--- src/common/ttpu_map.svh ---
// Purpose: Offsets, fields, reset values and timing counts of the timer unit
// Assumes: 32-bit APB, one aligned word per register
// Notes:   Byte addresses
`ifndef TTPU_MAP_SVH
`define TTPU_MAP_SVH
`define TTPU_T0_CTRL     12'h000
`define TTPU_T0_HIGH     12'h004
`define TTPU_T0_LOW      12'h008
`define TTPU_T0_PERIOD   12'h00c
`define TTPU_HOLD_SET    12'h010
`define TTPU_HOLD_CLR    12'h014
`define TTPU_T1_CTRL     12'h018
`define TTPU_T1_RELOAD   12'h01c
`define TTPU_T1_COUNT    12'h020
`define TTPU_T1_CAP1     12'h024
`define TTPU_T1_CAP2     12'h028
`define TTPU_T1_WIDTH    12'h02c
`define TTPU_T1_PWM_PER  12'h030
`define TTPU_T1_PWM_DUTY 12'h034
`define TTPU_T2_CTRL     12'h038
`define TTPU_T2_PERIOD   12'h03c
`define TTPU_T2_DUTY0    12'h040
`define TTPU_T2_START0   12'h04c
`define TTPU_T2_END0     12'h058
`define TTPU_T2_LAST     12'h060
// Control field positions
`define TTPU_T0_RUN_BIT    0
`define TTPU_T0_SEL_BIT    1
`define TTPU_T0_PRE_BIT    2
`define TTPU_T0_CLKPWM_BIT 3
`define TTPU_T0_GATE_BIT   4
`define TTPU_T0_DIV_LSB    5
`define TTPU_T1_EN_BIT     0
`define TTPU_T1_DOWN_BIT   1
`define TTPU_T1_SHOT_BIT   2
`define TTPU_T1_FREE_BIT   3
`define TTPU_T1_POL1_BIT   4
`define TTPU_T1_POL2_BIT   5
`define TTPU_T1_PIN_BIT    6
`define TTPU_T2_EN_BIT     0
`define TTPU_T2_PAUSE_BIT  1
// Reset values and counts
`define TTPU_RST_VAL       16'h0000
`define TTPU_PRESCALE_DIV  4'h9
`define TTPU_ERR_RDATA     32'h0000_0000
`endif

--- src/common/ttpu_pkg.sv ---
// Purpose: Types shared by the timer unit
// Assumes: Offsets and counts live in ttpu_map.svh
// Notes:   None
package ttpu_pkg;
  typedef enum logic [1:0] {SHOT_IDLE, SHOT_DELAY, SHOT_PULSE} ttpu_shot_e;
  typedef struct packed {
    logic [1:0] fast_clock_divider;
    logic       fast_clock_gate;
    logic       clocked_pwm;
    logic       period_prescale_en;
    logic       fast_clock_select;
    logic       first_timer_run;
  } ttpu_t0_ctrl_s;
  typedef struct packed {
    logic sleep_pin_drive_en;
    logic pol_second;
    logic pol_first;
    logic free_run;
    logic single_pulse_mode;
    logic count_direction_down;
    logic second_timer_enable;
  } ttpu_t1_ctrl_s;
  typedef struct packed {
    logic radio_pause_enable;
    logic triple_unit_enable;
  } ttpu_t2_ctrl_s;
endpackage

--- src/rtl/ttpu_top.sv ---
// Purpose: Three software timers with PWM outputs behind an APB slave
// Assumes: sys_tick (16 MHz), slow_tick (32 kHz) and sleep_tick are pclk pulses
// Notes:   Zero wait states; unmapped addresses answer with pslverr
`include "ttpu_map.svh"
module ttpu_top
  import ttpu_pkg::*;
#(
  parameter int T0_W = 16,
  parameter int T2_W = 14
) (
  // Clock, reset, clock enable
  input  wire logic        pclk,
  input  wire logic        presetn,
  input  wire logic        ce,
  // APB slave
  input  wire logic        psel,
  input  wire logic        penable,
  input  wire logic        pwrite,
  input  wire logic [11:0] paddr,
  input  wire logic [31:0] pwdata,
  output logic             pready,
  output logic             pslverr,
  output logic [31:0]      prdata,
  // Tick sources
  input  wire logic        sys_tick,
  input  wire logic        slow_tick,
  input  wire logic        sleep_tick,
  input  wire logic        sleep_active,
  input  wire logic        radio_active,
  // Capture pins
  input  wire logic [1:0]  capture_pin,
  // Outputs
  output logic             primary_pulse_out,
  output logic             inverted_pulse_out,
  output logic             shot_pulse_out,
  output logic             sleep_pulse_out,
  output logic [2:0]       triple_pulse_out,
  output logic             first_timer_irq,
  output logic             second_timer_irq,
  output logic             triple_timer_irq
);
  if (T0_W != 16 || T2_W < 2 || T2_W > 16) begin : g_chk
    $error("ttpu_top: unsupported counter width");
  end

  ttpu_t0_ctrl_s   t0c_ff;
  ttpu_t1_ctrl_s   t1c_ff;
  ttpu_t2_ctrl_s   t2c_ff;
  logic [15:0]     high_phase_reload_ff, low_phase_reload_ff, period_reload_ff;
  logic [15:0]     main_down_counter_ff, period_cnt_ff, hi_sh_ff, lo_sh_ff;
  logic            phase_hi_ff, half_clk_ff, first_timer_hold_ff;
  logic [15:0]     second_timer_reload_ff, second_timer_count_ff;
  logic [15:0]     capture_first_value_ff, capture_second_value_ff;
  logic [15:0]     pulse_width_value_ff, sleep_pwm_period_ff, sleep_pwm_duty_ff;
  logic [15:0]     shot_cnt_ff, spwm_cnt_ff;
  ttpu_shot_e      shot_st_ff;
  logic [T2_W-1:0] triple_period_value_ff, triple_period_counter_ff;
  logic [T2_W-1:0] triple_duty_counter_ff;
  logic [T2_W-1:0] duty_ff [3], start_ff [3], end_ff [3];
  logic [2:0]      tpwm_ff;
  logic [1:0]      cap_s1_ff, cap_s2_ff, cap_d_ff;
  logic [31:0]     nxt_rdata;
  logic            nxt_err;

  function automatic logic in_triple(input logic [11:0] a, input logic [11:0] base);
    return (a >= base) && (a < base + 12'h00c) && (a[1:0] == 2'b00);
  endfunction

  function automatic logic [1:0] triple_idx(input logic [11:0] a, input logic [11:0] base);
    logic [11:0] d;
    d = a - base;
    return d[3:2];
  endfunction

  // APB decode: data fetched in setup so the access phase answers at once
  wire setup = psel && !penable;
  wire wr    = psel && penable && pwrite && !pslverr;
  assign pready = 1'b1;

  always_comb begin
    nxt_rdata = `TTPU_ERR_RDATA;
    nxt_err   = 1'b0;
    case (paddr)
      `TTPU_T0_CTRL:     nxt_rdata = {25'h0, t0c_ff};
      `TTPU_T0_HIGH,
      `TTPU_T0_LOW:      nxt_rdata = {16'h0, main_down_counter_ff};
      `TTPU_T0_PERIOD:   nxt_rdata = {16'h0, period_cnt_ff};
      `TTPU_HOLD_SET:    nxt_rdata = {31'h0, first_timer_hold_ff};
      `TTPU_HOLD_CLR:    nxt_rdata = `TTPU_ERR_RDATA;
      `TTPU_T1_CTRL:     nxt_rdata = {25'h0, t1c_ff};
      `TTPU_T1_RELOAD:   nxt_rdata = {16'h0, second_timer_reload_ff};
      `TTPU_T1_COUNT:    nxt_rdata = {16'h0, second_timer_count_ff};
      `TTPU_T1_CAP1:     nxt_rdata = {16'h0, capture_first_value_ff};
      `TTPU_T1_CAP2:     nxt_rdata = {16'h0, capture_second_value_ff};
      `TTPU_T1_WIDTH:    nxt_rdata = {16'h0, pulse_width_value_ff};
      `TTPU_T1_PWM_PER:  nxt_rdata = {16'h0, sleep_pwm_period_ff};
      `TTPU_T1_PWM_DUTY: nxt_rdata = {16'h0, sleep_pwm_duty_ff};
      `TTPU_T2_CTRL:     nxt_rdata = {30'h0, t2c_ff};
      `TTPU_T2_PERIOD:   nxt_rdata = 32'(triple_period_value_ff);
      default: begin
        if (in_triple(paddr, `TTPU_T2_DUTY0)) begin
          nxt_rdata = 32'(duty_ff[triple_idx(paddr, `TTPU_T2_DUTY0)]);
        end else if (in_triple(paddr, `TTPU_T2_START0)) begin
          nxt_rdata = 32'(start_ff[triple_idx(paddr, `TTPU_T2_START0)]);
        end else if (in_triple(paddr, `TTPU_T2_END0)) begin
          nxt_rdata = 32'(end_ff[triple_idx(paddr, `TTPU_T2_END0)]);
        end else begin
          nxt_err = 1'b1;
        end
      end
    endcase
  end

  always_ff @(posedge pclk or negedge presetn) begin
    if (!presetn) begin
      prdata  <= `TTPU_ERR_RDATA;
      pslverr <= 1'b0;
    end else if (ce && setup) begin
      prdata  <= pwrite ? `TTPU_ERR_RDATA : nxt_rdata;
      pslverr <= nxt_err;
    end
  end

  // Register writes; accepted at any time, first timer reloads reach its counters only at the next wrap
  always_ff @(posedge pclk or negedge presetn) begin
    if (!presetn) begin
      t0c_ff                 <= '0;
      t1c_ff                 <= '0;
      t2c_ff                 <= '0;
      high_phase_reload_ff   <= `TTPU_RST_VAL;
      low_phase_reload_ff    <= `TTPU_RST_VAL;
      period_reload_ff       <= `TTPU_RST_VAL;
      second_timer_reload_ff <= `TTPU_RST_VAL;
      pulse_width_value_ff   <= `TTPU_RST_VAL;
      sleep_pwm_period_ff    <= `TTPU_RST_VAL;
      sleep_pwm_duty_ff      <= `TTPU_RST_VAL;
      triple_period_value_ff <= '0;
      for (int i = 0; i < 3; i++) begin
        duty_ff[i]  <= '0;
        start_ff[i] <= '0;
        end_ff[i]   <= '0;
      end
    end else if (ce && wr) begin
      case (paddr)
        `TTPU_T0_CTRL:     t0c_ff <= pwdata[6:0];
        `TTPU_T0_HIGH:     high_phase_reload_ff <= pwdata[15:0];
        `TTPU_T0_LOW:      low_phase_reload_ff <= pwdata[15:0];
        `TTPU_T0_PERIOD:   period_reload_ff <= pwdata[15:0];
        `TTPU_T1_CTRL:     t1c_ff <= pwdata[6:0];
        `TTPU_T1_RELOAD:   second_timer_reload_ff <= pwdata[15:0];
        `TTPU_T1_WIDTH:    pulse_width_value_ff <= pwdata[15:0];
        `TTPU_T1_PWM_PER:  sleep_pwm_period_ff <= pwdata[15:0];
        `TTPU_T1_PWM_DUTY: sleep_pwm_duty_ff <= pwdata[15:0];
        `TTPU_T2_CTRL:     t2c_ff <= pwdata[1:0];
        `TTPU_T2_PERIOD:   triple_period_value_ff <= pwdata[T2_W-1:0];
        default: begin
          if (in_triple(paddr, `TTPU_T2_DUTY0)) begin
            duty_ff[triple_idx(paddr, `TTPU_T2_DUTY0)] <= pwdata[T2_W-1:0];
          end else if (in_triple(paddr, `TTPU_T2_START0)) begin
            start_ff[triple_idx(paddr, `TTPU_T2_START0)] <= pwdata[T2_W-1:0];
          end else if (in_triple(paddr, `TTPU_T2_END0)) begin
            end_ff[triple_idx(paddr, `TTPU_T2_END0)] <= pwdata[T2_W-1:0];
          end
        end
      endcase
    end
  end

  // Hold flag: separate set and clear addresses
  always_ff @(posedge pclk or negedge presetn) begin
    if (!presetn) begin
      first_timer_hold_ff <= 1'b0;
    end else if (ce && wr && pwdata[0]) begin
      if (paddr == `TTPU_HOLD_SET) begin
        first_timer_hold_ff <= 1'b1;
      end else if (paddr == `TTPU_HOLD_CLR) begin
        first_timer_hold_ff <= 1'b0;
      end
    end
  end

  // First timer clocking
  logic fast_tick, per_tick;
  wire  run     = t0c_ff.first_timer_run;
  wire  t0_tick = t0c_ff.fast_clock_select ? (t0c_ff.fast_clock_gate && fast_tick)
                                           : slow_tick;
  wire  t0_adv  = run && t0_tick && !first_timer_hold_ff;

  ttpu_tick_div #(.W(3)) u_fast_div (
    .pclk     (pclk),
    .presetn  (presetn),
    .ce       (ce),
    .clr      (1'b0),
    .tick_in  (sys_tick),
    .div      (3'((4'h1 << t0c_ff.fast_clock_divider) - 4'h1)),
    .tick_out (fast_tick)
  );

  ttpu_tick_div #(.W(4)) u_per_div (
    .pclk     (pclk),
    .presetn  (presetn),
    .ce       (ce),
    .clr      (!run),
    .tick_in  (t0_adv),
    .div      (t0c_ff.period_prescale_en ? `TTPU_PRESCALE_DIV : 4'h0),
    .tick_out (per_tick)
  );

  // Interrupt point: both counters at zero while the low phase runs
  wire t0_wrap = (main_down_counter_ff == '0) && !phase_hi_ff && (period_cnt_ff == '0);

  always_ff @(posedge pclk or negedge presetn) begin
    if (!presetn) begin
      main_down_counter_ff <= `TTPU_RST_VAL;
      period_cnt_ff        <= `TTPU_RST_VAL;
      hi_sh_ff             <= `TTPU_RST_VAL;
      lo_sh_ff             <= `TTPU_RST_VAL;
      phase_hi_ff          <= 1'b0;
      first_timer_irq      <= 1'b0;
    end else if (ce) begin
      first_timer_irq <= 1'b0;
      if (!run) begin
        main_down_counter_ff <= `TTPU_RST_VAL;
        period_cnt_ff        <= `TTPU_RST_VAL;
        hi_sh_ff             <= `TTPU_RST_VAL;
        lo_sh_ff             <= `TTPU_RST_VAL;
        phase_hi_ff          <= 1'b0;
      end else if (t0_adv) begin
        if (t0_wrap) begin
          first_timer_irq      <= 1'b1;
          period_cnt_ff        <= period_reload_ff;
          main_down_counter_ff <= high_phase_reload_ff;
          hi_sh_ff             <= high_phase_reload_ff;
          lo_sh_ff             <= low_phase_reload_ff;
          phase_hi_ff          <= 1'b1;
        end else begin
          if (main_down_counter_ff == '0) begin
            main_down_counter_ff <= phase_hi_ff ? lo_sh_ff : hi_sh_ff;
            phase_hi_ff          <= !phase_hi_ff;
          end else begin
            main_down_counter_ff <= main_down_counter_ff - 16'h0001;
          end
          if (per_tick && period_cnt_ff != '0) begin
            period_cnt_ff <= period_cnt_ff - 16'h0001;
          end
        end
      end
    end
  end

  // PWM pair; clocked mode halves the tick during the high phase
  always_ff @(posedge pclk or negedge presetn) begin
    if (!presetn) begin
      half_clk_ff        <= 1'b0;
      primary_pulse_out  <= 1'b0;
      inverted_pulse_out <= 1'b1;
    end else if (ce) begin
      if (!run) begin
        half_clk_ff        <= 1'b0;
        primary_pulse_out  <= 1'b0;
        inverted_pulse_out <= 1'b1;
      end else begin
        if (t0_adv) begin
          half_clk_ff <= !half_clk_ff;
        end
        primary_pulse_out  <= phase_hi_ff && (!t0c_ff.clocked_pwm || half_clk_ff);
        inverted_pulse_out <= !(phase_hi_ff && (!t0c_ff.clocked_pwm || half_clk_ff));
      end
    end
  end

  // Second timer: sleep tick replaces the system tick in sleep
  wire t1_tick = sleep_active ? sleep_tick : sys_tick;
  wire t1_adv  = t1c_ff.second_timer_enable && t1_tick;

  always_ff @(posedge pclk or negedge presetn) begin
    if (!presetn) begin
      second_timer_count_ff <= `TTPU_RST_VAL;
      second_timer_irq      <= 1'b0;
    end else if (ce) begin
      second_timer_irq <= 1'b0;
      if (!t1c_ff.second_timer_enable) begin
        second_timer_count_ff <= t1c_ff.count_direction_down ? second_timer_reload_ff
                                                             : `TTPU_RST_VAL;
      end else if (t1_adv) begin
        if (t1c_ff.count_direction_down) begin
          if (second_timer_count_ff == '0) begin
            second_timer_irq      <= 1'b1;
            second_timer_count_ff <= second_timer_reload_ff;
          end else begin
            second_timer_count_ff <= second_timer_count_ff - 16'h0001;
          end
        end else if (second_timer_count_ff == second_timer_reload_ff) begin
          second_timer_irq      <= 1'b1;
          second_timer_count_ff <= t1c_ff.free_run ? second_timer_count_ff + 16'h0001
                                                   : `TTPU_RST_VAL;
        end else begin
          second_timer_count_ff <= second_timer_count_ff + 16'h0001;
        end
      end
    end
  end

  // Capture pins cross into pclk before any edge logic sees them
  always_ff @(posedge pclk or negedge presetn) begin
    if (!presetn) begin
      cap_s1_ff <= '0;
      cap_s2_ff <= '0;
      cap_d_ff  <= '0;
    end else if (ce) begin
      cap_s1_ff <= capture_pin;
      cap_s2_ff <= cap_s1_ff;
      cap_d_ff  <= cap_s2_ff;
    end
  end

  wire [1:0] pol = {t1c_ff.pol_second, t1c_ff.pol_first};
  wire [1:0] cap_ev = t1c_ff.second_timer_enable ?
                      ((cap_s2_ff ^ cap_d_ff) & (cap_s2_ff ^ pol)) : 2'b00;

  always_ff @(posedge pclk or negedge presetn) begin
    if (!presetn) begin
      capture_first_value_ff  <= `TTPU_RST_VAL;
      capture_second_value_ff <= `TTPU_RST_VAL;
    end else if (ce) begin
      if (cap_ev[0]) begin
        capture_first_value_ff <= second_timer_count_ff;
      end
      if (cap_ev[1]) begin
        capture_second_value_ff <= second_timer_count_ff;
      end
    end
  end

  // One-shot: delay from reload, then width+1 ticks high
  always_ff @(posedge pclk or negedge presetn) begin
    if (!presetn) begin
      shot_st_ff     <= SHOT_IDLE;
      shot_cnt_ff    <= `TTPU_RST_VAL;
      shot_pulse_out <= 1'b0;
    end else if (ce) begin
      case (shot_st_ff)
        SHOT_IDLE: begin
          shot_pulse_out <= 1'b0;
          if (t1c_ff.single_pulse_mode && cap_ev != 2'b00) begin
            shot_st_ff  <= SHOT_DELAY;
            shot_cnt_ff <= second_timer_reload_ff;
          end
        end
        SHOT_DELAY: begin
          if (t1_adv) begin
            if (shot_cnt_ff == '0) begin
              shot_st_ff     <= SHOT_PULSE;
              shot_cnt_ff    <= pulse_width_value_ff;
              shot_pulse_out <= 1'b1;
            end else begin
              shot_cnt_ff <= shot_cnt_ff - 16'h0001;
            end
          end
        end
        SHOT_PULSE: begin
          if (t1_adv) begin
            if (shot_cnt_ff == '0) begin
              shot_st_ff     <= SHOT_IDLE;
              shot_pulse_out <= 1'b0;
            end else begin
              shot_cnt_ff <= shot_cnt_ff - 16'h0001;
            end
          end
        end
        default: begin
          shot_st_ff     <= SHOT_IDLE;
          shot_pulse_out <= 1'b0;
        end
      endcase
    end
  end

  // Sleep PWM runs apart from the counter so sleep keeps the pin alive
  always_ff @(posedge pclk or negedge presetn) begin
    if (!presetn) begin
      spwm_cnt_ff     <= `TTPU_RST_VAL;
      sleep_pulse_out <= 1'b0;
    end else if (ce) begin
      if (t1_adv) begin
        spwm_cnt_ff <= (spwm_cnt_ff >= sleep_pwm_period_ff) ? `TTPU_RST_VAL
                                                            : spwm_cnt_ff + 16'h0001;
      end
      sleep_pulse_out <= t1c_ff.sleep_pin_drive_en && t1c_ff.second_timer_enable &&
                         (spwm_cnt_ff < sleep_pwm_duty_ff);
    end
  end

  // Triple PWM on the 16 MHz tick
  wire t2_en    = t2c_ff.triple_unit_enable;
  wire paused   = t2c_ff.radio_pause_enable && radio_active;
  wire t2_adv   = t2_en && sys_tick && (triple_period_value_ff != '0);
  wire t2_wrap  = t2_adv && (triple_period_counter_ff == '0);

  always_ff @(posedge pclk or negedge presetn) begin
    if (!presetn) begin
      triple_period_counter_ff <= '0;
      triple_duty_counter_ff   <= '0;
      tpwm_ff                  <= '0;
      triple_timer_irq         <= 1'b0;
    end else if (ce) begin
      triple_timer_irq <= 1'b0;
      if (!t2_en || triple_period_value_ff == '0) begin
        triple_period_counter_ff <= triple_period_value_ff;
        triple_duty_counter_ff   <= '0;
        tpwm_ff                  <= '0;
      end else if (t2_wrap) begin
        triple_period_counter_ff <= triple_period_value_ff;
        triple_duty_counter_ff   <= '0;
        triple_timer_irq         <= 1'b1;
        for (int i = 0; i < 3; i++) begin
          tpwm_ff[i] <= (start_ff[i] == '0);
        end
      end else if (t2_adv) begin
        triple_period_counter_ff <= triple_period_counter_ff - T2_W'(1);
        if (!paused) begin
          triple_duty_counter_ff <= triple_duty_counter_ff + T2_W'(1);
          for (int i = 0; i < 3; i++) begin
            if (triple_duty_counter_ff == duty_ff[i] ||
                triple_duty_counter_ff == end_ff[i]) begin
              tpwm_ff[i] <= 1'b0;
            end else if (triple_duty_counter_ff == start_ff[i]) begin
              tpwm_ff[i] <= 1'b1;
            end
          end
        end
      end
    end
  end

  always_ff @(posedge pclk or negedge presetn) begin
    if (!presetn) begin
      triple_pulse_out <= '0;
    end else if (ce) begin
      triple_pulse_out <= paused ? 3'b000 : tpwm_ff;
    end
  end
endmodule

--- src/rtl/ttpu_tick_div.sv ---
// Purpose: Divides a tick enable by div+1
// Assumes: Ticks are one-cycle pulses on pclk
// Notes:   A divide value of zero passes every tick
module ttpu_tick_div
  import ttpu_pkg::*;
#(
  parameter int W = 4
) (
  // Clock and reset
  input  wire logic         pclk,
  input  wire logic         presetn,
  input  wire logic         ce,
  // Tick path
  input  wire logic         clr,
  input  wire logic         tick_in,
  input  wire logic [W-1:0] div,
  output logic              tick_out
);
  logic [W-1:0] cnt_ff;

  if (W < 1) begin : g_chk
    $error("ttpu_tick_div: W must be at least 1");
  end

  assign tick_out = tick_in && (cnt_ff >= div);

  always_ff @(posedge pclk or negedge presetn) begin
    if (!presetn) begin
      cnt_ff <= '0;
    end else if (ce) begin
      if (clr || tick_out) begin
        cnt_ff <= '0;
      end else if (tick_in) begin
        cnt_ff <= cnt_ff + W'(1);
      end
    end
  end
endmodule

--- config.mk ---
export PLATFORM = sky130hd
export DESIGN_NAME = ttpu_top
export DESIGN_NICKNAME = d
export VERILOG_FILES = /design/src/common/ttpu_pkg.sv /design/src/rtl/ttpu_top.sv /design/src/rtl/ttpu_tick_div.sv
export VERILOG_INCLUDE_DIRS = /design/src /design/src/common
export SDC_FILE = /design/constraint.sdc
export NUM_CORES = 1
export LEC_CHECK = 0
export BUFFER_PORTS_ARGS = -buffer_cell sky130_fd_sc_hd__buf_2
export CORE_MARGIN = 10
export CORE_UTILIZATION = 50
export CTS_BUF_LIST = sky130_fd_sc_hd__clkbuf_4 sky130_fd_sc_hd__clkbuf_8
export DETAILED_ROUTE_END_ITERATION = 12
export PLACE_DENSITY = 0.73
export SYNTH_ARGS = -nofsm -noshare
export SYNTH_HDL_FRONTEND = slang
export SYNTH_SLANG_ARGS = --single-unit
--- constraint.sdc ---
create_clock -name pclk -period 8.3 [get_ports pclk]
set_input_delay 1.66 -clock pclk [delete_from_list [all_inputs] [get_ports pclk]]
set_output_delay 1.66 -clock pclk [all_outputs]
set_load 0.005 [all_outputs]
# Word level (Yosys, flattened, before mapping)
# Cells that the tools add are included.
classes:
  add_sub_neg: 14
  order_cmp: 16
  n_eq_ne: 39
  shifts: 1
  muxes: 113
  bitwise: 9
  reduce_logical: 107
ops:
  columns: ["operator", "n"]
  rows:
  - ["2-to-1 mux 16 bit", 28]
  - ["2-to-1 mux 14 bit", 19]
  - ["case mux 16 bit (15 select lines)", 1]
  - ["bitwise mux 42 bit", 3]
  - ["== test 14 bit", 9]
  - ["== test 12 x 6 -> 1 bit, second input constant", 8]
  - ["binary-select mux 14 bit (select 2 bit)", 3]
  - ["demux 14 bit (select 2 bit)", 3]
  - ["logical NOT 14 bit", 5]
  - ["logical NOT 16 bit", 4]
  - ["subtractor 16 x 1 -> 16 bit, second input constant", 4]
  - ["== test 12 x 5 -> 1 bit, second input constant", 4]
  - ["case mux 16 bit (3 select lines)", 1]
  - ["AND reduction 2 bit", 20]
  - [">= comparator 12 x 7 -> 1 bit, second input constant", 3]
  - ["< comparator 12 x 7 -> 1 bit, second input constant", 3]
  - ["2-to-1 mux 1 bit", 36]
  - ["logical AND 1 bit", 33]
  - ["adder 16 x 1 -> 16 bit, second input constant", 2]
  - ["2-to-1 mux 32 bit", 1]
  - ["== test 12 x 4 -> 1 bit, second input constant", 2]
  - ["2-to-1 mux 3 bit", 7]
  - ["== test 16 bit", 1]
  - [">= comparator 16 bit", 1]
  - ["43 further kinds", 98]
word_totals:
  register_bits: 504
  input_bits: 57
  out_inout_bits: 44
  elab_cells: 364

# Depth between registers and ports, before layout
# Gate-level depths: netlist of the first run.
depth:
  depth_word: 14
  mapped_depth: 14
  depth_no_buf: 8

# Cells and area by module
# A second synthesis of the first run with hierarchy kept.
hier_totals:
  hier_cells: 2812
  area_unflattened_um2: 28100.7
modules_own_cells:
  columns: ["mod", "n_inst", "cells_per_inst", "area_each_um2", "seq_area_each_um2"]
  rows:
  - ["ttpu_top", 1, 2749, 27530.2, 12037.8]
  - ["ttpu_tick_div at u_per_div", 1, 34, 329.1, 100.1]
  - ["ttpu_tick_div at u_fast_div", 1, 29, 241.5, 75.1]

# Worst setup path after synthesis of the first run
# OpenSTA, ideal clock, no wires.
synth_path:
  path_kind: "input to register"
  start: "in paddr[2]"
  end: "reg end_ff[31] in the netlist's numbering"
  setup_time_ns: 0.125
  arrival_ns: 4.754
  t_required_ns: 8.175
  slack_ns: 3.421
  cell_stages: 13
  path_buffers: 5
  path_cell_list: "clkbuf_1 -> clkbuf_1 -> clkinv_1 -> clkbuf_1 -> ha_1 -> clkbuf_1 -> inv_1 -> a2bb2oi_1 -> nand3b_1 -> nor2_1 -> nand2_1 -> buf_2 -> mux2_2"
synth_between:
  elab_chain_len: 7
  word_cells_on_any_way: 36
  classes_between: "add/sub (1); order compare (8); eq/ne (10); mux (3); bitwise (4); reduce/logical (10)"
synth_lines:
  columns: ["element", "line", "text"]
  rows:
  - ["start, declared", "ttpu_top.sv:19", "input wire logic [11:0] paddr,"]
  - ["subtractor 4 bit", "ttpu_top.sv:71", "d = a - base;"]
  - ["NOT 2 -> 3 bit", "ttpu_top.sv:162", "end_ff[triple_idx(paddr, `TTPU_T2_END0)] <= pwdata[T2_W-1:0];"]
  - [">= comparator 3 bit or < comparator 3 x 1 -> 1 bit (tied branches)", "ttpu_top.sv:162", null]
  - ["logical AND 1 bit", "ttpu_top.sv:162", null]
  - ["2-to-1 mux 14 bit", "ttpu_top.sv:162", null]
  - ["demux 14 bit (select 2 bit)", "ttpu_top.sv:162", null]
  - ["bitwise mux 42 bit", "ttpu_top.sv:162", null]
  - ["end signal, assigned by index", "ttpu_top.sv:162", null]
  - ["end, declared", "ttpu_top.sv:59", "logic [T2_W-1:0] duty_ff [3], start_ff [3], end_ff [3];"]
# Several ways; a longest one is shown, not always the timed one.
# A chain may end at the register's enable or synchronous reset.

# Worst setup path after layout of the first run
layout_path:
  start: "in paddr[3]"
  end: "reg prdata[2]"
layout_between:
  elab_chain_len: 10
  word_cells_on_any_way: 49
  classes_between: "add/sub (3); order compare (6); eq/ne (15); mux (14); bitwise (3); reduce/logical (8)"
layout_lines:
  columns: ["element", "line", "text"]
  rows:
  - ["subtractor 4 bit", "ttpu_top.sv:71", null]
  - ["NOT 2 -> 3 bit", "ttpu_top.sv:106", "nxt_rdata = 32'(end_ff[triple_idx(paddr, `TTPU_T2_END0)]);"]
  - ["binary-select mux 14 bit (select 2 bit)", "ttpu_top.sv:106", null]
  - ["2-to-1 mux 14 bit (2 in series)", "ttpu_top.sv:106", null]
  - ["2-to-1 mux 14 bit", "ttpu_top.sv:105", "end else if (in_triple(paddr, `TTPU_T2_END0)) begin"]
  - ["2-to-1 mux 14 bit", "ttpu_top.sv:103", "end else if (in_triple(paddr, `TTPU_T2_START0)) begin"]
  - ["2-to-1 mux 14 bit", "ttpu_top.sv:101", "if (in_triple(paddr, `TTPU_T2_DUTY0)) begin"]
  - ["case mux 16 bit (15 select lines) (*)", "ttpu_top.sv:83", "case (paddr)"]
  - ["2-to-1 mux 32 bit (*)", "ttpu_top.sv:119", "prdata <= pwrite ? `TTPU_ERR_RDATA : nxt_rdata;"]
  - ["end signal, assigned", "ttpu_top.sv:116", "prdata <= `TTPU_ERR_RDATA;"]
  - ["end signal, assigned", "ttpu_top.sv:119", null]
  - ["end, declared", "ttpu_top.sv:23", "output logic [31:0] prdata,"]
# Every way passes the cells marked *; elsewhere a longest branch is shown, timed or not. The select of a mux whose other input is x is not followed.

==> results of run 1 <==
## critical path, delay by kind of cell
kind | cells | cell delay [ns]
AO/OA/AOI/OAI | 4 | 1.63
buffers and inverters | 2 | 0.82
AND/OR/NAND/NOR | 2 | 0.88
adder cells (fa/ha/maj) | 1 | 0.53
## registers in the layout, summed over array words and instances, names as in the netlist, 6 cells and up
register,count
triple_period_counter_ff,14
triple_period_value_ff,14
shot_cnt_ff,16
prdata,16
period_reload_ff,16
period_cnt_ff,16
start_ff,42
sleep_pwm_period_ff,16
second_timer_count_ff,16
end_ff,42
sleep_pwm_duty_ff,16
triple_duty_counter_ff,14
capture_first_value_ff,16
low_phase_reload_ff,16
lo_sh_ff,16
main_down_counter_ff,16
second_timer_reload_ff,16
high_phase_reload_ff,16
hi_sh_ff,16
t0c_ff,6
duty_ff,42
pulse_width_value_ff,16
capture_second_value_ff,16
spwm_cnt_ff,16
## path summary, 6_finish.rpt
check | start | end | slack [ns] | cells after the start
worst max-delay path | paddr[3] | prdata[2] | 3.29 | 9
worst min-delay path | lo_sh_ff[9] | lo_sh_ff[9] | 0.48 | 2
worst max register to register | period_cnt_ff[0] | period_cnt_ff[9] | 4.44 | 9
worst min register to register | lo_sh_ff[9] | lo_sh_ff[9] | 0.48 | 2
max in group asynchronous | presetn | prdata[15] | 5.71 | 2
min in group asynchronous | presetn | hi_sh_ff[12] | 0.95 | 1
## per-stage QoR
step	setup slack (ns)	cell area [um^2]	power, mW
2_1_floorplan	3.42	27700	2.97
3_3_place_gp	2.93	28400	3.19
3_5_place_dp	2.93	28400	3.21
4_1_cts	3.64	30300	5.64
5_1_grt	3.22	30300	5.83
6_report	3.29	30300	5.62
## kinds of logic after synthesis
| family | synth area share [%] |
|---|---|
| xor gates and xnor gates | 6.21 |
| muxes | 13.9 |
| other | 0.0271 |
| DFF | 44.1 |
| adders and majority gates | 2.71 |
| and+or+nand+nor | 13.8 |
| buffers and inverters | 4.53 |
| AOI/OAI and AO/OA | 14.7 |
## synthesized netlist by cell type (all sizes together), types with 6 or more instances
cell type / count
nor2: 140
or2: 9
mux2i: 60
a31oi: 19
inv: 83
and3: 16
a32oi: 8
nor3: 51
o221ai: 12
o211ai: 26
buf: 75
a21oi: 141
clkbuf: 144
a221oi: 20
nor4: 53
o21a: 9
nor2b: 13
a222oi: 12
o31ai: 6
xnor2: 134
or4: 16
o21ai: 202
a221o: 8
o22ai: 22
nor3b: 11
o311ai: 8
dfrtp: 487
nand2b: 10
ha: 60
nand3: 68
nand2: 296
o211a: 6
a211oi: 11
or3: 13
a22oi: 37
o2bb2ai: 6
a21o: 13
mux2: 287
a22o: 23
xor2: 62
nand4: 48
## area by class of cell
type                       count  area [um^2]
tap                          748          936
fill                        4746        24700
sequential                   488        12200
multi-input combinational   2031        14300
clock inverter                16          136
inverter                      84          315
clock buffer                 141         1760
antenna                        4         10.0
timing repair buffer         103          641
## routing by layer
metal / GRT usage (%) / vias to the layer above / part of all wire [%]
li1: - / 10100 / -
met1: 38.2 / 11500 / 40
met2: 41.6 / 1367 / 43
met3: 7.25 / 241 / 13
met4: 11.7 / 2 / 4.0
met5: 0 / - / 0.014
## power by group through the flow
| stage | combinational, mW | clock [mW] | sequential [mW] |
|---|---|---|---|
| 3_5_place_dp | 0.567 | 0 | 2.65 |
| 4_1_cts | 0.570 | 2.46 | 2.61 |
| 3_3_place_gp | 0.545 | 0 | 2.64 |
| 2_1_floorplan | 0.402 | 0 | 2.57 |
| 5_1_grt | 0.634 | 2.58 | 2.62 |
| 6_report | 0.578 | 2.43 | 2.61 |
## placed cells by master, fill, tap and decap left out, types with 10 or more instances in the layout
cell	n
a22o_1	23
clkbuf_8	112
o22ai_1	22
clkbuf_4	29
nand2_1	296
dfrtp_1	487
nor2_1	137
nor2b_1	12
ha_1	60
mux2i_1	60
inv_1	83
nor4_1	45
a21o_1	13
and3_1	16
nor3_1	48
xnor2_1	134
or4_1	16
or3_1	13
a222oi_1	12
buf_2	66
xor2_1	62
mux2_2	286
nand2b_1	10
o21ai_1	30
a21oi_1	141
o221ai_1	12
nand3_1	68
a22oi_1	37
o211ai_1	25
a211oi_1	11
buf_4	34
nor3b_1	11
a221oi_1	20
conb_1	17
a31oi_1	19
o21ai_0	172
nand4_1	48
==> results.cfg, run 1 <==
[sta]
fin_hold_ws_ns = 0.484
fmax_mhz = 199
rsz0062_at_grt = false
worstMarginPinSlew_ns = 1.24
slew_violations = 0
fin_skew_ns = 0.0502
relSlewSlack_pct = 16.5
hold_viol_final = 0
setup-violations-final = 0
setup-tns-final_ns = 0
min_period_ns = 5.01
fin_crit_sh_pct = 60.4

[flow_run]
drv_cap = 0

[power]
p_comb_share_pct = 10.3
switching_share_pct = 28.2
p_sw_mw = 1.58
p_leak_nw = 13.9
p_per_area_nw_per_um2 = 186
p_seq_share_pct = 46.5
ir_drop_mv = 0.141
power.internal_mw = 4.04
clkPwrFrac_pct = 43.2

[route]
drt_iter0_markers = 3000
ant_nets = 0
drt-wirelength-per-cell_um = 25.5
finalWirelength_um = 92000
route.detailed.drc = 0
routed_via_density = 6.43
drt_pass1_iterations = 7
via_count = 23200

[placement]
place_inst = 3454
hpwlAfterDp_um = 62900
gp_congestion = 0.977
io_buffers = 67

[worst_setup_path]
required_ns = 8.82
crit_arrival_ns = 5.53
critPathSlowestCell = a211oi_1
crit_path_max_fanout = 25
critPathMaxStageDelay_ns = 0.74
crit_type = in2reg
worstPathCellList = buf_2 > inv_1 > ha_1 > or2_2 > and2_0 > a222oi_1 > a31oi_1 > a211oi_1 > o221ai_1
worst_setup_path_start_kind = input port
end_kind = register

[clock_network]
cts_buffer_depth = 3
clk_latency_ns = 0.71
path_clk_slew_ns = 0.06
cts_root_buffer = clkbuf_8
hold_buffers = 0
cts.sinks = 488
cts_setup_buffers = 0
numCtsBuffers = 85
ctsHtreeMaxLevel = 3
cts_resized = 0
cts_tree = done

[synth]
synth.cell_area_um2 = 27700
synthTopCellsByArea = dfrtp_1 44%, mux2_2 12%, xnor2_1 4.2%
async_reset_ff_share_pct = 100
synth.top_cell.area_share_pct = 44.1
synth.distinct_cells = 87
yosysWarnings = 0
synth-seq-cells = 488
synth_cells = 2807
yosysTopAreaCell = dfrtp_1
synth_edf_count = 0
synth.yosys.seq_area_share_pct = 44.1
synth_flop_cell = dfrtp_1
syn_area_per_cell_um2 = 9.85

[floorplanning]
ios = 101
core_area_um2 = 55000
rows = 86
dieWidth_um = 255
start_util_pct = 50.3
die_h_um = 255
dieArea_um2 = 65100

[status]
status = finished, final reports clean

[grt]
grt_pass1_vias = 22400
grt_pass1_wl_um = 139000
grtUsageTotal_pct = 28.0
grt_max_degree = 200
gr-total-overflow = 0
antenna_found_initial = 6

[final_layout]
drive_gt1_share_pct = 20.5
final_util_pct = 55.1
stdcell_count = 3615
area_growth_syn_to_layout_pct = 9.59
fin_nets = 2910

[worst_hold_path]
hp-class = reg2reg
No activity file was read; power rests on OpenSTA's default activity.
==> inputs of run 2 (changes only) <==
--- a/config.mk
+++ b/config.mk
@@ -11,7 +11,7 @@
 export CORE_UTILIZATION = 50
 export CTS_BUF_LIST = sky130_fd_sc_hd__clkbuf_4 sky130_fd_sc_hd__clkbuf_8
 export DETAILED_ROUTE_END_ITERATION = 12
-export PLACE_DENSITY = 0.73
+export PLACE_DENSITY = 0.75
 export SYNTH_ARGS = -nofsm -noshare
 export SYNTH_HDL_FRONTEND = slang
 export SYNTH_SLANG_ARGS = --single-unit
==> constraint.sdc (replaced) <==
create_clock -name pclk -period 4.4 [get_ports pclk]
set_input_delay 0.88 -clock pclk [delete_from_list [all_inputs] [get_ports pclk]]
set_output_delay 0.88 -clock pclk [all_outputs]
set_load 0.005 [all_outputs]
==> run 2 against run 1 <==
Flip-flop and latch count is the same. Total power grew 89%. Via count grew 1.8%. Utilization grew 0.71 points. Setup slack lost 2.2 ns. Die area is the same. Clock power grew 89%. Count of clock-buffer cells in the layout shrank 6. Combinational power grew 96%. Highest routed layer unchanged.
==> results.cfg, run 2 (synthesis results as in run 1) <==
[worst_setup_path]
crit_type = reg2reg
critPathSlowestCell = or4b_2
required_ns = 4.95
worst_setup_path_start_kind = register
end_kind = register
crit_path_max_fanout = 40
cp.depth = 10
worstPathCellList = inv_1 > ha_1 > or4b_2 > nor3_1 > nand4_1 > buf_4 > o31a_2 > buf_4 > nand2_1 > o21ai_0
critPathMaxStageDelay_ns = 0.69
path_buf_inv = 3
r2r.worst_path.cells = 10
worst_path_most_repeated_cell = buf_4
crit_arrival_ns = 3.86
path_delay_family = simple AND/OR/NAND/NOR gates

[power]
clkPwrFrac_pct = 43.1
switching_share_pct = 28.6
p_per_area_nw_per_um2 = 347
p_comb_share_pct = 10.6
ir_drop_mv = 0.248
power.internal_mw = 7.61
p_seq_share_pct = 46.3
p_sw_mw = 3.05
p_leak_nw = 14.2

[route]
maxUsedRoutingLayer = met5
via_count = 23700
dr_wl_met3_um = 11700
route.detailed.drc = 0
finalWirelength_um = 93700
routed_via_density = 6.46
ant_nets = 0
drt-wirelength-per-cell_um = 25.6
wl_met1_um = 37200
drt_iter0_markers = 3067
wl_met2_um = 40900
drt_pass1_iterations = 6

[clock_network]
cts_tree = done
cts_setup_buffers = 0
hold_buffers = 0
cts_root_buffer = clkbuf_8
cts_resized = 0
ctsHtreeMaxLevel = 3
cts_buffer_depth = 3
clk_latency_ns = 0.73
path_clk_slew_ns = 0.06
cts.sinks = 488
numCtsBuffers = 87

[floorplanning]
rows = 86
die_h_um = 255
ios = 101
dieWidth_um = 255
core_area_um2 = 55000
start_util_pct = 50.3
dieArea_um2 = 65100

[grt]
gr-total-overflow = 0
grt_max_degree = 110
grt_pass1_vias = 22900
grt_pass1_wl_um = 142000
antenna_found_initial = 8
grtUsageTotal_pct = 28.6

[sta]
rsz0062_at_grt = false
fmax_mhz = 302
min_period_ns = 3.31
fin_crit_sh_pct = 75.3
relSlewSlack_pct = 24.0
fin_skew_ns = 0.0536
worstMarginPinSlew_ns = 1.14
layout_setup_ws_ns = 1.09
slew_violations = 0
fin_hold_ws_ns = 0.258
hold_viol_final = 0
setup-tns-final_ns = 0
setup-violations-final = 0

[placement]
place_area_um2 = 28800
gp_congestion = 1.01
hpwlAfterDp_um = 64500
io_buffers = 67
pre_cts_ws_ns = 0.676

[status]
status = finished, final reports clean

[final_layout]
n_fill_cell = 4758
area_growth_syn_to_layout_pct = 11.0
stdcell_area_um2 = 30700
fin_nets = 2963
final_cell_mix = 487 x dfrtp_1, 296 x nand2_1, 286 x mux2_2
drive_gt1_share_pct = 21.7
largestRegisters = duty_ff (42), end_ff (42), start_ff (42)
final_common_cell = dfrtp_1

[worst_hold_path]
hp-class = in2async

[flow_run]
drv_cap = 0
-- run 2: path summary, 6_finish.rpt --
| check | slack (ns) | start | end |
|---|---|---|---|
| min in group pclk | 0.43 | capture_pin[0] | cap_s1_ff[0] |
| setup reg to reg | 1.09 | main_down_counter_ff[0] | lo_sh_ff[4] |
| max in group asynchronous | 3.07 | presetn | sleep_pulse_out |
| hold reg to reg | 0.48 | second_timer_irq | second_timer_irq |
| hold / removal | 0.26 | presetn | main_down_counter_ff[11] |
| setup / recovery | 1.09 | main_down_counter_ff[0] | lo_sh_ff[4] |
-- run 2: routing by layer --
metal / vias to the layer above / GRT usage, %
met5: - / 0
met4: 6 / 12.2
met3: 261 / 7.68
met2: 1478 / 42.8
met1: 11700 / 38.3
li1: 10200 / -
-- run 2: power groups by stage --
| stage | Sequential (mW) | Clock (mW) | Combinational, mW |
|---|---|---|---|
| floorplan | 4.84 | 0 | 0.757 |
| global placement | 4.99 | 0 | 1.06 |
| detailed placement | 4.99 | 0 | 1.11 |
| CTS | 4.91 | 4.65 | 1.11 |
| global route | 4.94 | 4.84 | 1.25 |
| finish | 4.93 | 4.59 | 1.13 |
-- run 2: cell type report --
class / instances / area (um^2) / area share, %
antenna: 3 / 7.51 / 0.0244
clock inverter: 18 / 166 / 0.542
sequential: 488 / 12200 / 39.8
clock buffer: 135 / 1720 / 5.60
inverter: 84 / 315 / 1.03
multi-input combinational: 2031 / 14300 / 46.6
tap: 748 / 936 / 3.05
timing repair buffer: 154 / 1050 / 3.41
-- run 2: stage by stage --
| step | std cells | power [mW] | utilization [%] |
|---|---|---|---|
| 2_1_floorplan | 2822 | 5.60 | - |
| 6_report | 3661 | 10.7 | 55.8 |
| 3_3_place_gp | 3505 | 6.05 | 52.4 |
| 5_1_grt | 3659 | 11.0 | 55.8 |
| 3_5_place_dp | 3505 | 6.10 | 52.4 |
| 4_1_cts | 3658 | 10.7 | 55.8 |
-- run 2: worst reg2reg max path, delay by kind of cell (launching register included) --
family          cells  cell delay, ns
buf+inv             3            0.70
flops               1            0.49
compound gates      2            0.60
fa+ha+maj           1            0.16
simple gates        4            1.19
